### src/verilog/bpg_pkg.sv
// package: register map, reset values and carrier types of the beep tone generator
// Function
// - enable bit starts beep, self-clears after duration
// - auto bit starts beep on pen touch
// - left volume 6-bit, +2 dB down 1 dB/step
// - right volume same scale, separate code
// - link field copies one channel volume to other
// - tone only in beep-capable DAC processing mode
// - tone lasts exactly 24-bit sample count
// - duration resets to 0xEE samples
// - sine coefficient high byte resets 0x10
// - sine coefficient low byte resets 0xD8
// - cosine coefficient resets 0x7EE3 in two bytes
package bpg_pkg;
    // register offsets
    localparam logic [6:0] BPG_LEFT_CTL = 7'h47;
    localparam logic [6:0] BPG_RIGHT_CTL = 7'h48;
    localparam logic [6:0] BPG_LEN_HIGH = 7'h49;
    localparam logic [6:0] BPG_LEN_MID = 7'h4A;
    localparam logic [6:0] BPG_LEN_LOW = 7'h4B;
    localparam logic [6:0] BPG_SIN_HIGH = 7'h4C;
    localparam logic [6:0] BPG_SIN_LOW = 7'h4D;
    localparam logic [6:0] BPG_COS_HIGH = 7'h4E;
    localparam logic [6:0] BPG_COS_LOW = 7'h4F;
    // field positions
    localparam int BPG_ENABLE_BIT = 7;
    localparam int BPG_AUTO_BIT = 6;
    // values after reset
    localparam logic [7:0] BPG_CTL_RST = 8'h00;
    localparam logic [7:0] BPG_LEN_HIGH_RST = 8'h00;
    localparam logic [7:0] BPG_LEN_MID_RST = 8'h00;
    localparam logic [7:0] BPG_LEN_LOW_RST = 8'hEE;
    localparam logic [7:0] BPG_SIN_HIGH_RST = 8'h10;
    localparam logic [7:0] BPG_SIN_LOW_RST = 8'hD8;
    localparam logic [7:0] BPG_COS_HIGH_RST = 8'h7E;
    localparam logic [7:0] BPG_COS_LOW_RST = 8'hE3;
    // link field codes
    localparam logic [1:0] BPG_LINK_R2L = 2'h1;
    localparam logic [1:0] BPG_LINK_L2R = 2'h2;
    // volume: 6 codes per factor of two, fine gains in Q14
    localparam logic [5:0] BPG_STEPS_PER_OCT = 6'h06;
    localparam int BPG_FINE_FRAC = 14;
    // register port request
    typedef struct packed {
        logic wr; // write strobe, one cycle
        logic rd; // read strobe, one cycle
        logic [6:0] addr; // register offset
        logic [7:0] wdata; // write byte
    } bpg_req_s;
    // stereo sample pair
    typedef struct packed {
        logic signed [15:0] left;
        logic signed [15:0] right;
    } bpg_smp_s;
endpackage

### src/verilog/bpg_beep_gen.sv
// module: beep tone generator with byte register port
module bpg_beep_gen
    import bpg_pkg::*;
(
    input wire logic mclk, // system clock, 50 MHz
    input wire logic rst, // synchronous reset, active high
    input wire bpg_req_s reg_req, // register access request
    output logic [7:0] reg_rdata_r, // read data, one cycle after rd
    input wire logic wclk_en, // dac word clock tick, one cycle pulse
    input wire logic beep_capable_dac_processing_mode, // mode level
    input wire logic codec_input_clock_ok, // codec clock running
    input wire logic pen_touch, // touch detected level
    output bpg_smp_s beep_out_r, // scaled tone samples
    output logic beep_active_r // tone generation in progress
);
    // control state
    typedef enum logic {ST_IDLE, ST_RUN} bpg_state_e;
    bpg_state_e state_r, state_nxt;
    // register bytes
    logic auto_r; // auto beep on touch
    logic [5:0] vol_l_r, vol_r_r; // programmed volume codes
    logic [1:0] link_r; // volume link field
    logic [23:0] len_r; // duration in samples
    logic [15:0] sin_r, cos_r; // oscillator coefficients
    logic [23:0] cnt_r, cnt_nxt; // samples left to produce
    logic signed [15:0] y1_r, y2_r; // oscillator history
    logic pen_d_r; // delayed touch for edge detect
    // decode of writes
    wire wr_left = reg_req.wr && reg_req.addr == BPG_LEFT_CTL;
    wire wr_right = reg_req.wr && reg_req.addr == BPG_RIGHT_CTL;
    wire sw_start = wr_left && reg_req.wdata[BPG_ENABLE_BIT];
    wire sw_stop = wr_left && !reg_req.wdata[BPG_ENABLE_BIT];
    wire touch_start = auto_r && pen_touch && !pen_d_r
        && codec_input_clock_ok;
    wire start = sw_start || touch_start;
    // a tick counts a sample only in the beep-capable mode
    wire tick_ok = wclk_en && beep_capable_dac_processing_mode;
    wire last = state_r == ST_RUN && tick_ok && cnt_r == 24'h000001;
    // effective volume codes after link selection
    wire [5:0] vol_l_eff = (link_r == BPG_LINK_R2L) ? vol_r_r : vol_l_r;
    wire [5:0] vol_r_eff = (link_r == BPG_LINK_L2R) ? vol_l_r : vol_r_r;
    // oscillator step: y = 2*cos*y1 - y2
    wire signed [31:0] osc_prod = $signed(cos_r) * y1_r;
    wire signed [31:0] osc_shift = osc_prod >>> (BPG_FINE_FRAC);
    wire signed [15:0] y_new = osc_shift[15:0] - y2_r;
    // start point: y1 at half-scale sine so peaks stay in range
    wire signed [15:0] sin_half = $signed(sin_r) >>> 1;
    // read multiplexer
    wire [7:0] rd_mux =
        (reg_req.addr == BPG_LEFT_CTL) ?
            {state_r == ST_RUN, auto_r, vol_l_r} :
        (reg_req.addr == BPG_RIGHT_CTL) ? {link_r, vol_r_r} :
        (reg_req.addr == BPG_LEN_HIGH) ? len_r[23:16] :
        (reg_req.addr == BPG_LEN_MID) ? len_r[15:8] :
        (reg_req.addr == BPG_LEN_LOW) ? len_r[7:0] :
        (reg_req.addr == BPG_SIN_HIGH) ? sin_r[15:8] :
        (reg_req.addr == BPG_SIN_LOW) ? sin_r[7:0] :
        (reg_req.addr == BPG_COS_HIGH) ? cos_r[15:8] :
        (reg_req.addr == BPG_COS_LOW) ? cos_r[7:0] : 8'h00;

    // per channel volume: shift by whole octaves, fine gain by table
    wire [5:0] vol_eff [2];
    wire signed [15:0] scaled [2];
    assign vol_eff[0] = vol_l_eff;
    assign vol_eff[1] = vol_r_eff;
    genvar ch;
    generate
        for (ch = 0; ch < 2; ch++) begin : g_vol
            wire [5:0] oct = vol_eff[ch] / BPG_STEPS_PER_OCT;
            wire [5:0] rem = vol_eff[ch] % BPG_STEPS_PER_OCT;
            // Q14 gain for codes +2,+1,0,-1,-2,-3 dB within an octave
            wire signed [15:0] fine =
                (rem == 6'h00) ? 16'sh5092 :
                (rem == 6'h01) ? 16'sh47CF :
                (rem == 6'h02) ? 16'sh4000 :
                (rem == 6'h03) ? 16'sh390A :
                (rem == 6'h04) ? 16'sh32D6 : 16'sh2D4F;
            wire signed [31:0] prod = y_new * fine;
            wire signed [31:0] sh = (prod >>> BPG_FINE_FRAC) >>> oct;
            assign scaled[ch] = sh[15:0];
        end
    endgenerate

    // next state and sample count
    always_comb begin
        state_nxt = state_r;
        cnt_nxt = cnt_r;
        unique case (state_r)
            ST_IDLE: begin
                // a zero duration produces no samples
                if (start && len_r != 24'h000000) begin
                    state_nxt = ST_RUN;
                    cnt_nxt = len_r;
                end
            end
            ST_RUN: begin
                if (start) begin
                    // a new start restarts and wins over the self clear
                    cnt_nxt = len_r;
                    if (len_r == 24'h000000) begin
                        state_nxt = ST_IDLE;
                    end
                end else if (sw_stop) begin
                    state_nxt = ST_IDLE;
                end else if (last) begin
                    state_nxt = ST_IDLE;
                end else if (tick_ok) begin
                    cnt_nxt = cnt_r - 24'h000001;
                end
            end
        endcase
    end

    // control state registers
    always_ff @(posedge mclk) begin
        if (rst) begin
            state_r <= ST_IDLE;
            cnt_r <= 24'h000000;
            pen_d_r <= 1'b0;
            beep_active_r <= 1'b0;
        end else begin
            state_r <= state_nxt;
            cnt_r <= cnt_nxt;
            pen_d_r <= pen_touch;
            beep_active_r <= state_nxt == ST_RUN;
        end
    end

    // control byte registers
    always_ff @(posedge mclk) begin
        if (rst) begin
            auto_r <= BPG_CTL_RST[BPG_AUTO_BIT];
            vol_l_r <= BPG_CTL_RST[5:0];
            link_r <= BPG_CTL_RST[7:6];
            vol_r_r <= BPG_CTL_RST[5:0];
        end else if (wr_left) begin
            auto_r <= reg_req.wdata[BPG_AUTO_BIT];
            vol_l_r <= reg_req.wdata[5:0];
        end else if (wr_right) begin
            link_r <= reg_req.wdata[7:6];
            vol_r_r <= reg_req.wdata[5:0];
        end
    end

    // duration and coefficient bytes
    always_ff @(posedge mclk) begin
        if (rst) begin
            len_r <= {BPG_LEN_HIGH_RST, BPG_LEN_MID_RST, BPG_LEN_LOW_RST};
            sin_r <= {BPG_SIN_HIGH_RST, BPG_SIN_LOW_RST};
            cos_r <= {BPG_COS_HIGH_RST, BPG_COS_LOW_RST};
        end else if (reg_req.wr) begin
            unique case (reg_req.addr)
                BPG_LEN_HIGH: len_r[23:16] <= reg_req.wdata;
                BPG_LEN_MID: len_r[15:8] <= reg_req.wdata;
                BPG_LEN_LOW: len_r[7:0] <= reg_req.wdata;
                BPG_SIN_HIGH: sin_r[15:8] <= reg_req.wdata;
                BPG_SIN_LOW: sin_r[7:0] <= reg_req.wdata;
                BPG_COS_HIGH: cos_r[15:8] <= reg_req.wdata;
                BPG_COS_LOW: cos_r[7:0] <= reg_req.wdata;
                default: ;
            endcase
        end
    end

    // read data register, unmapped offsets read zero
    always_ff @(posedge mclk) begin
        if (rst) begin
            reg_rdata_r <= 8'h00;
        end else if (reg_req.rd) begin
            reg_rdata_r <= rd_mux;
        end
    end

    // oscillator history and output samples
    always_ff @(posedge mclk) begin
        if (rst) begin
            y1_r <= 16'sh0000;
            y2_r <= 16'sh0000;
            beep_out_r <= '0;
        end else if (state_r == ST_IDLE || start) begin
            // prime so the first sample is y = 2c*s/2 - 0, from y1 = s/2 and y2 = 0
            y1_r <= sin_half;
            y2_r <= 16'sh0000;
            beep_out_r <= '0;
        end else if (tick_ok) begin
            y1_r <= y_new;
            y2_r <= y1_r;
            beep_out_r.left <= scaled[0];
            beep_out_r.right <= scaled[1];
        end
    end

    // checks
    property p_self_clear;
        @(posedge mclk) disable iff (rst)
        last && !start && !sw_stop |=> state_r == ST_IDLE && !beep_active_r;
    endproperty
    a_self_clear: assert property (p_self_clear)
        else $error("enable did not clear at end of duration");

    property p_sw_start;
        @(posedge mclk) disable iff (rst)
        sw_start && len_r != 24'h000000 |=> state_r == ST_RUN && cnt_r ==
            $past(len_r);
    endproperty
    a_sw_start: assert property (p_sw_start)
        else $error("write of enable did not start the beep");

    property p_touch_start;
        @(posedge mclk) disable iff (rst)
        touch_start && len_r != 24'h000000 |=> beep_active_r;
    endproperty
    a_touch_start: assert property (p_touch_start)
        else $error("pen touch did not start the beep");

    property p_mode_gate;
        @(posedge mclk) disable iff (rst)
        !beep_capable_dac_processing_mode && !start && state_r == ST_RUN
            |=> $stable(beep_out_r) && $stable(cnt_r);
    endproperty
    a_mode_gate: assert property (p_mode_gate)
        else $error("tone advanced outside the beep mode");

    property p_count;
        @(posedge mclk) disable iff (rst)
        state_r == ST_RUN && tick_ok && !start && !sw_stop && !last
            |=> cnt_r == $past(cnt_r) - 24'h000001;
    endproperty
    a_count: assert property (p_count)
        else $error("sample count did not step down by one");

    property p_reset_len;
        @(posedge mclk) $past(rst) && !rst |-> len_r == 24'h0000EE;
    endproperty
    a_reset_len: assert property (p_reset_len)
        else $error("duration not 0xEE after reset");

    property p_reset_coef;
        @(posedge mclk) $past(rst) && !rst |-> sin_r == 16'h10D8 &&
            cos_r == 16'h7EE3;
    endproperty
    a_reset_coef: assert property (p_reset_coef)
        else $error("coefficients wrong after reset");

    property p_link;
        @(posedge mclk) disable iff (rst)
        (link_r == 2'h1 |-> vol_l_eff == vol_r_r && vol_r_eff == vol_r_r) and
        (link_r == 2'h2 |-> vol_r_eff == vol_l_r && vol_l_eff == vol_l_r);
    endproperty
    a_link: assert property (p_link)
        else $error("volume link selects the wrong source");

    property p_unity_left;
        @(posedge mclk) disable iff (rst)
        vol_l_eff == 6'h02 |-> g_vol[0].fine == 16'sh4000 &&
            g_vol[0].oct == 6'h00;
    endproperty
    a_unity_left: assert property (p_unity_left)
        else $error("left code 2 is not unity gain");

    property p_floor_right;
        @(posedge mclk) disable iff (rst)
        vol_r_eff == 6'h3F |-> g_vol[1].oct == 6'h0A &&
            g_vol[1].fine == 16'sh390A;
    endproperty
    a_floor_right: assert property (p_floor_right)
        else $error("right all-ones code is not the -61 dB gain");
endmodule // bpg_beep_gen

### config.mk
export PLATFORM = sky130hd
export DESIGN_NAME = bpg_beep_gen
export DESIGN_NICKNAME = d
export VERILOG_FILES = /design/src/verilog/bpg_pkg.sv /design/src/verilog/bpg_beep_gen.sv
export SDC_FILE = /design/constraint.sdc
export NUM_CORES = 2
export LEC_CHECK = 0
export BUFFER_PORTS_ARGS = -buffer_cell sky130_fd_sc_hd__buf_2
export CAP_MARGIN = 15
export CORE_UTILIZATION = 46
export DETAILED_ROUTE_END_ITERATION = 12
export SKIP_CTS_REPAIR_TIMING = 1
export SYNTH_ARGS = -nofsm -noshare
export SYNTH_HDL_FRONTEND = slang
export SYNTH_SLANG_ARGS = --single-unit
export TNS_END_PERCENT = 5
### constraint.sdc
create_clock -name mclk -period 23.4 [get_ports mclk]
set_clock_uncertainty 0.2 [all_clocks]
set_input_delay 3.51 -clock mclk [delete_from_list [all_inputs] [get_ports mclk]]
set_output_delay 3.51 -clock mclk [all_outputs]
set_load 0.02 [all_outputs]
; Word-level counts from Yosys, hierarchy flattened
; Cells that the tools add are included.
; Widths: inputs -> output; s select.
[op_classes]
n_addsub = 2
n_mul = 3
div_mod_pow = 4
n_eq_ne = 24
shift = 2
n_mux = 35
bitwise = 2
n_reduce_logical = 30
[op_table]
columns = operator, count
row1 = $mux 24, 5
row2 = $mux 15, 6
row3 = $mux 8, 9
row4 = $mul 16x16->32, 2
row5 = $eq 7x7->1 const B, 9
row6 = $mux 13, 4
row7 = $pmux 24 s2, 1
row8 = $sshr 18x6->16, 2
row9 = $mux 16, 2
row10 = $mul 16x16->30, 1
row11 = $eq 24x1->1 const B, 1
row12 = $eq 6x2->1 const B, 4
row13 = $logic_not 24->1, 1
row14 = $reduce_bool 24->1, 1
row15 = $sub 24x1->24 const B, 1
row16 = $reduce_and 2->1, 8
row17 = $sub 16x16->16, 1
row18 = $div 6x3->6 const B, 2
row19 = $eq 6x1->1 const B, 2
row20 = $eq 6x3->1 const B, 2
row21 = $logic_not 6->1, 2
row22 = $mod 6x3->6 const B, 2
row23 = $mux 6, 2
row24 = $logic_and 1x1->1, 11
row25 = 14 further kinds, 21
[totals]
regBits = 169
inputBits = 23
out_inout_bits = 41
word_cells = 121

; Depth between registers and ports, before layout
[logic_depth]
ltp_word = 11
depth_mapped = 70
depth_no_buf = 67

; Worst setup path after synthesis
; OpenSTA, ideal clock, no wires.
[synth_path]
path_kind = register -> register
start = reg y1_r[3]
end = reg beep_out_r[29] (netlist bit)
setup_ns = 0.122
arrival_ns = 14.534
required_ns = 23.078
path_slack_ns = 8.544
stages_incl_launch_ff = 62
path_buffers = 4
period_less_slack_ns = 14.856
cell_sequence = dfxtp_1 clkbuf_1 clkbuf_1 nand2_1 fa_1 fa_1 fa_1 inv_1 fa_1 fa_1 inv_1 fa_1 inv_1 ha_1 a21o_1 a21oi_1 o211ai_1 a21boi_0 [26 not listed] inv_1 fa_1 inv_1 ha_1 clkbuf_1 a21o_1 a21o_1 a21oi_1 inv_1 a21o_1 a21o_1 a21oi_1 a21oi_1 or4_1 nand2_1 o21a_2 a211oi_1 a221o_1
[synth_via]
elab_chain_len = 4
[synth_lines]
columns = item, line
row1 = from (decl), bpg_beep_gen.sv:26  ; logic signed [15:0] y1_r, y2_r;
row2 = from (signal assigned), bpg_beep_gen.sv:182  ; y1_r <= sin_half;
row3 = from (signal assigned), bpg_beep_gen.sv:186  ; y1_r <= y_new;
row4 = $mul 16x16->30, bpg_beep_gen.sv:43  ; wire signed [31:0] osc_prod = $signed(cos_r) * y1_r;
row5 = $sub 16x16->16, bpg_beep_gen.sv:45  ; wire signed [15:0] y_new = osc_shift[15:0] - y2_r;
row6 = $mul 16x16->32, bpg_beep_gen.sv:78  ; wire signed [31:0] prod = y_new * fine;
row7 = $sshr 18x6->16, bpg_beep_gen.sv:79  ; wire signed [31:0] sh = (prod >>> BPG_FINE_FRAC) >>> oct;
row8 = to (decl), bpg_beep_gen.sv:13  ; output bpg_smp_s beep_out_r,
; No other way between the ends.
; A chain may end at the register's enable or synchronous reset.

; Worst setup path in the final report
[layout_path]
start = reg cos_r[7]
end = reg beep_out_r[2] (netlist bit)
[layout_via]
elab_chain_len = 4
[layout_lines]
columns = item, line
row1 = from (decl), bpg_beep_gen.sv:24  ; logic [15:0] sin_r, cos_r;
row2 = from (signal assigned), bpg_beep_gen.sv:150  ; cos_r <= {BPG_COS_HIGH_RST, BPG_COS_LOW_RST};
row3 = from (signal assigned), bpg_beep_gen.sv:159  ; BPG_COS_LOW: cos_r[7:0] <= reg_req.wdata;
row4 = $mul 16x16->30, bpg_beep_gen.sv:43
row5 = $sub 16x16->16, bpg_beep_gen.sv:45
row6 = $mul 16x16->32, bpg_beep_gen.sv:78
row7 = $sshr 18x6->16, bpg_beep_gen.sv:79
; No other way between the ends.

==> results.toml <==
[status]
outcome = "finished, violations left"
violations = "DRC"

[synthesis]
synthMuxAreaShare_pct = 3.06
ys.flop_type = "dfxtp_1"
ys_ff_latch = 169
synth_cell_type_count = 95
synth_fp_nets = 5553
synth_compound_area_share_pct = 10.6
netlist_instances = 4543
yosys-top-cells-area = "fa_1 (36%), ha_1 (10%), inv_1 (9.8%)"
synth_top_area_share_pct = 36.2
synth_top_cell_by_area = "fa_1"
ys_seq_area_share_pct = 8.97
synth_edf_count = 0
avgSynthCellArea_sq_um = 8.31
synthXorXnorAreaFrac_pct = 2.85
synthAdderAreaFrac_pct = 46.3
yosys.area_share.simple_pct = 16.3
synth-async-reset-ratio_pct = 0
yosysWarnings = 0
synth_top_family_by_area = "adder cells"
syn-cell-area_sq_um = 37700

[global_routing]
use_met3_pct = 3.37
antenna_found_initial = 0
grt_first_pass_wirelength_um = 174000
grtUsageMet1_pct = 35.9
grt_max_degree = 65
busiest_layer = "met2"
use_met2_pct = 44.6
grt_pass1_vias = 30768
grt_usage_pct = 27.0
grt-ovfl-total = 0

[timing]
tns_ns = 0
setup_viol = 0
slew_headroom_pct = 18.4
layout_setup_ws_ns = 6.30
timing.final.crit_share_pct = 73.1
report.final.slew_viol_count = 0
rsz0062_at_grt = "false"
worst_pin_slew_ns = 1.22
report.final.hold_viol_count = 0
layout_min_cycle_time_ns = 17.10
fmax_mhz = 58.5

[cells_and_area]
area_growth_pct = 5.48
final-seq-area_sq_um = 3380
nNetsFinal = 5506
fill_cells = 7891
final_common_cell = "inv_1"
drive_above_1_share_pct = 5.12
diodes = 0
multi_input_area_sq_um = 29900
final_cell_mix = "inv_1 (990), fa_1 (682), nand2_1 (492)"

[setup_path]
setup.worst_path.start_class = "flop"
r2r_slack_ns = 6.30
critPathKind = "reg2reg"
timing.rr.end = "beep_out_r[2]$_SDFFE_PP0P_"
cp.arrival_ns = 17.23
ff2ff_path_depth = 61
reg2reg_from = "cos_r[7]$_SDFFE_PP1P_"
crit_path_frequent_cell = "fa_1"
worstPathRequired_ns = 23.53
critPathMaxStageDelay_ns = 0.84
end_kind = "flop"
critPathMaxFanout = 18
cp_slowest_cell = "dfxtp_1"

[hold_path]
hp-start = "y2_r[3]$_SDFFE_PP0P_"
hp-class = "reg2reg"
whs_endpoint = "y2_r[3]$_SDFFE_PP0P_"
hold_depth = 2

[detailed_routing]
vias = 30300
first_pass_iters = 9
route.detailed.drc = 2
vias_per_cell = 5.44
wirelength_um = 107000
drt_iter0_drc = 2054
drt.antenna.violating_nets = 0
wl_per_cell_um = 19.3

[cts]
clock_latency_ns = 0.49
clkSinkCount = 169
cts_buffers = 17
cts_tree = "done"
clk_pin_slew_ns = 0.09
cts_root_buffer = "clkbuf_16"
ctsHtreeMaxLevel = 4
clockBufferDepth = 2

[placement]
portBuffers = 63
place_congestion = 0.927
dpl.hpwl_um = 87200
pre_cts_ws_ns = 6.46

[job]
cap_violations = 0

[floorplan]
start_util_pct = 46.7
core_area_sq_um = 80800
die_w_um = 288
dieArea_sq_um = 83200
ioPinCount = 64
num_rows = 104
floorplan.die.height_um = 288
==> synth_stat cells (7+ instances only) <==
library cell,count
o22ai_1,9
fa_1,682
and2_1,130
or2_2,14
xor2_1,41
mux2i_1,77
a21boi_0,7
a211oi_1,30
nor2_1,447
a211o_1,9
nor3b_1,7
o21ai_0,115
o211ai_1,24
o21ai_1,9
a21oi_1,174
nand2b_1,34
nand3b_1,10
o31ai_1,12
o21a_1,17
xnor2_1,80
nand3_1,61
clkbuf_1,188
nand4_1,19
a22oi_1,25
nor2b_1,22
nand2_1,493
nor4_1,15
a21o_1,64
ha_1,305
and3_1,22
or3_1,15
mux2_2,10
o21bai_1,8
dfxtp_1,169
nor3_1,49
mux4_2,9
a311oi_1,10
and4_1,9
inv_1,990
a31oi_1,18
==> critical path: cells and delay by family, from the launching register on <==
family,cells,cell delay (ns)
simple gates,10,1.60
xor+xnor,4,0.86
buf+inv,10,1.28
mux,1,0.14
compound gates,21,5.07
flops,1,0.84
fa+ha+maj,15,6.92
==> state kept, by name, indices dropped and copies added (netlist names) <==
register     count
auto_r           1
beep_out_r      32
cnt_r           24
cos_r           16
len_r           24
link_r           2
pen_d_r          1
reg_rdata_r      8
sin_r           16
state_r          1
vol_l_r          6
vol_r_r          6
y1_r            16
y2_r            16
==> worst max path at each step <==
| stage | depth (start not counted) | to | startpoint |
|---|---|---|---|
| after global placement | 62 | beep_out_r[15]$_SDFFE_PP0P_ | cos_r[6]$_SDFFE_PP1P_ |
| after detailed placement | 61 | beep_out_r[2]$_SDFFE_PP0P_ | cos_r[7]$_SDFFE_PP1P_ |
| final | 61 | beep_out_r[2]$_SDFFE_PP0P_ | cos_r[7]$_SDFFE_PP1P_ |
| after floorplan | 61 | beep_out_r[29]$_SDFFE_PP0P_ | y1_r[3]$_SDFFE_PP0N_ |
| after CTS | 61 | beep_out_r[2]$_SDFFE_PP0P_ | cos_r[7]$_SDFFE_PP1P_ |
| after global routing | 60 | beep_out_r[2]$_SDFFE_PP0P_ | y1_r[9]$_SDFFE_PP0N_ |
==> through the flow <==
step                      cells  hold slack (ns)  utilization, %  instance area, sq um
after floorplan            4543            0.236               -                 37700
final                      5569            0.256            49.3                 39800
after global placement     5537            0.238            48.5                 39200
after CTS                  5569            0.260            49.3                 39800
after global routing       5569            0.277            49.3                 39800
after detailed placement   5537            0.245            48.5                 39200
==> layout make-up <==
type	instances	share of cell area [%]
clock buffer	17	1.07
clock inverter	15	0.478
inverter	993	9.37
multi-input combinational	3183	75.2
sequential	169	8.50
tap	1060	3.33
timing repair buffer	132	2.10
==> routing by layer <==
layer	up-vias	part of all wire [%]	routed length, um
met5	-	0	0
met4	0	4.2	4480
met3	179	5.9	6330
met2	982	48	51300
met1	15103	42	45200
li1	14036	-	-
==> logic make-up after synthesis <==
kind of cell               Yosys count
and+or+nand+nor                   1366
buffers and inverters             1191
adders and majority gates          987
AOI/OAI and AO/OA                  609
DFF                                169
xor gates and xnor gates           122
muxes                               99
Power is left out: the tool's default activity adds up to more than one toggle a clock period on the data nets, which glitch-free logic cannot reach.
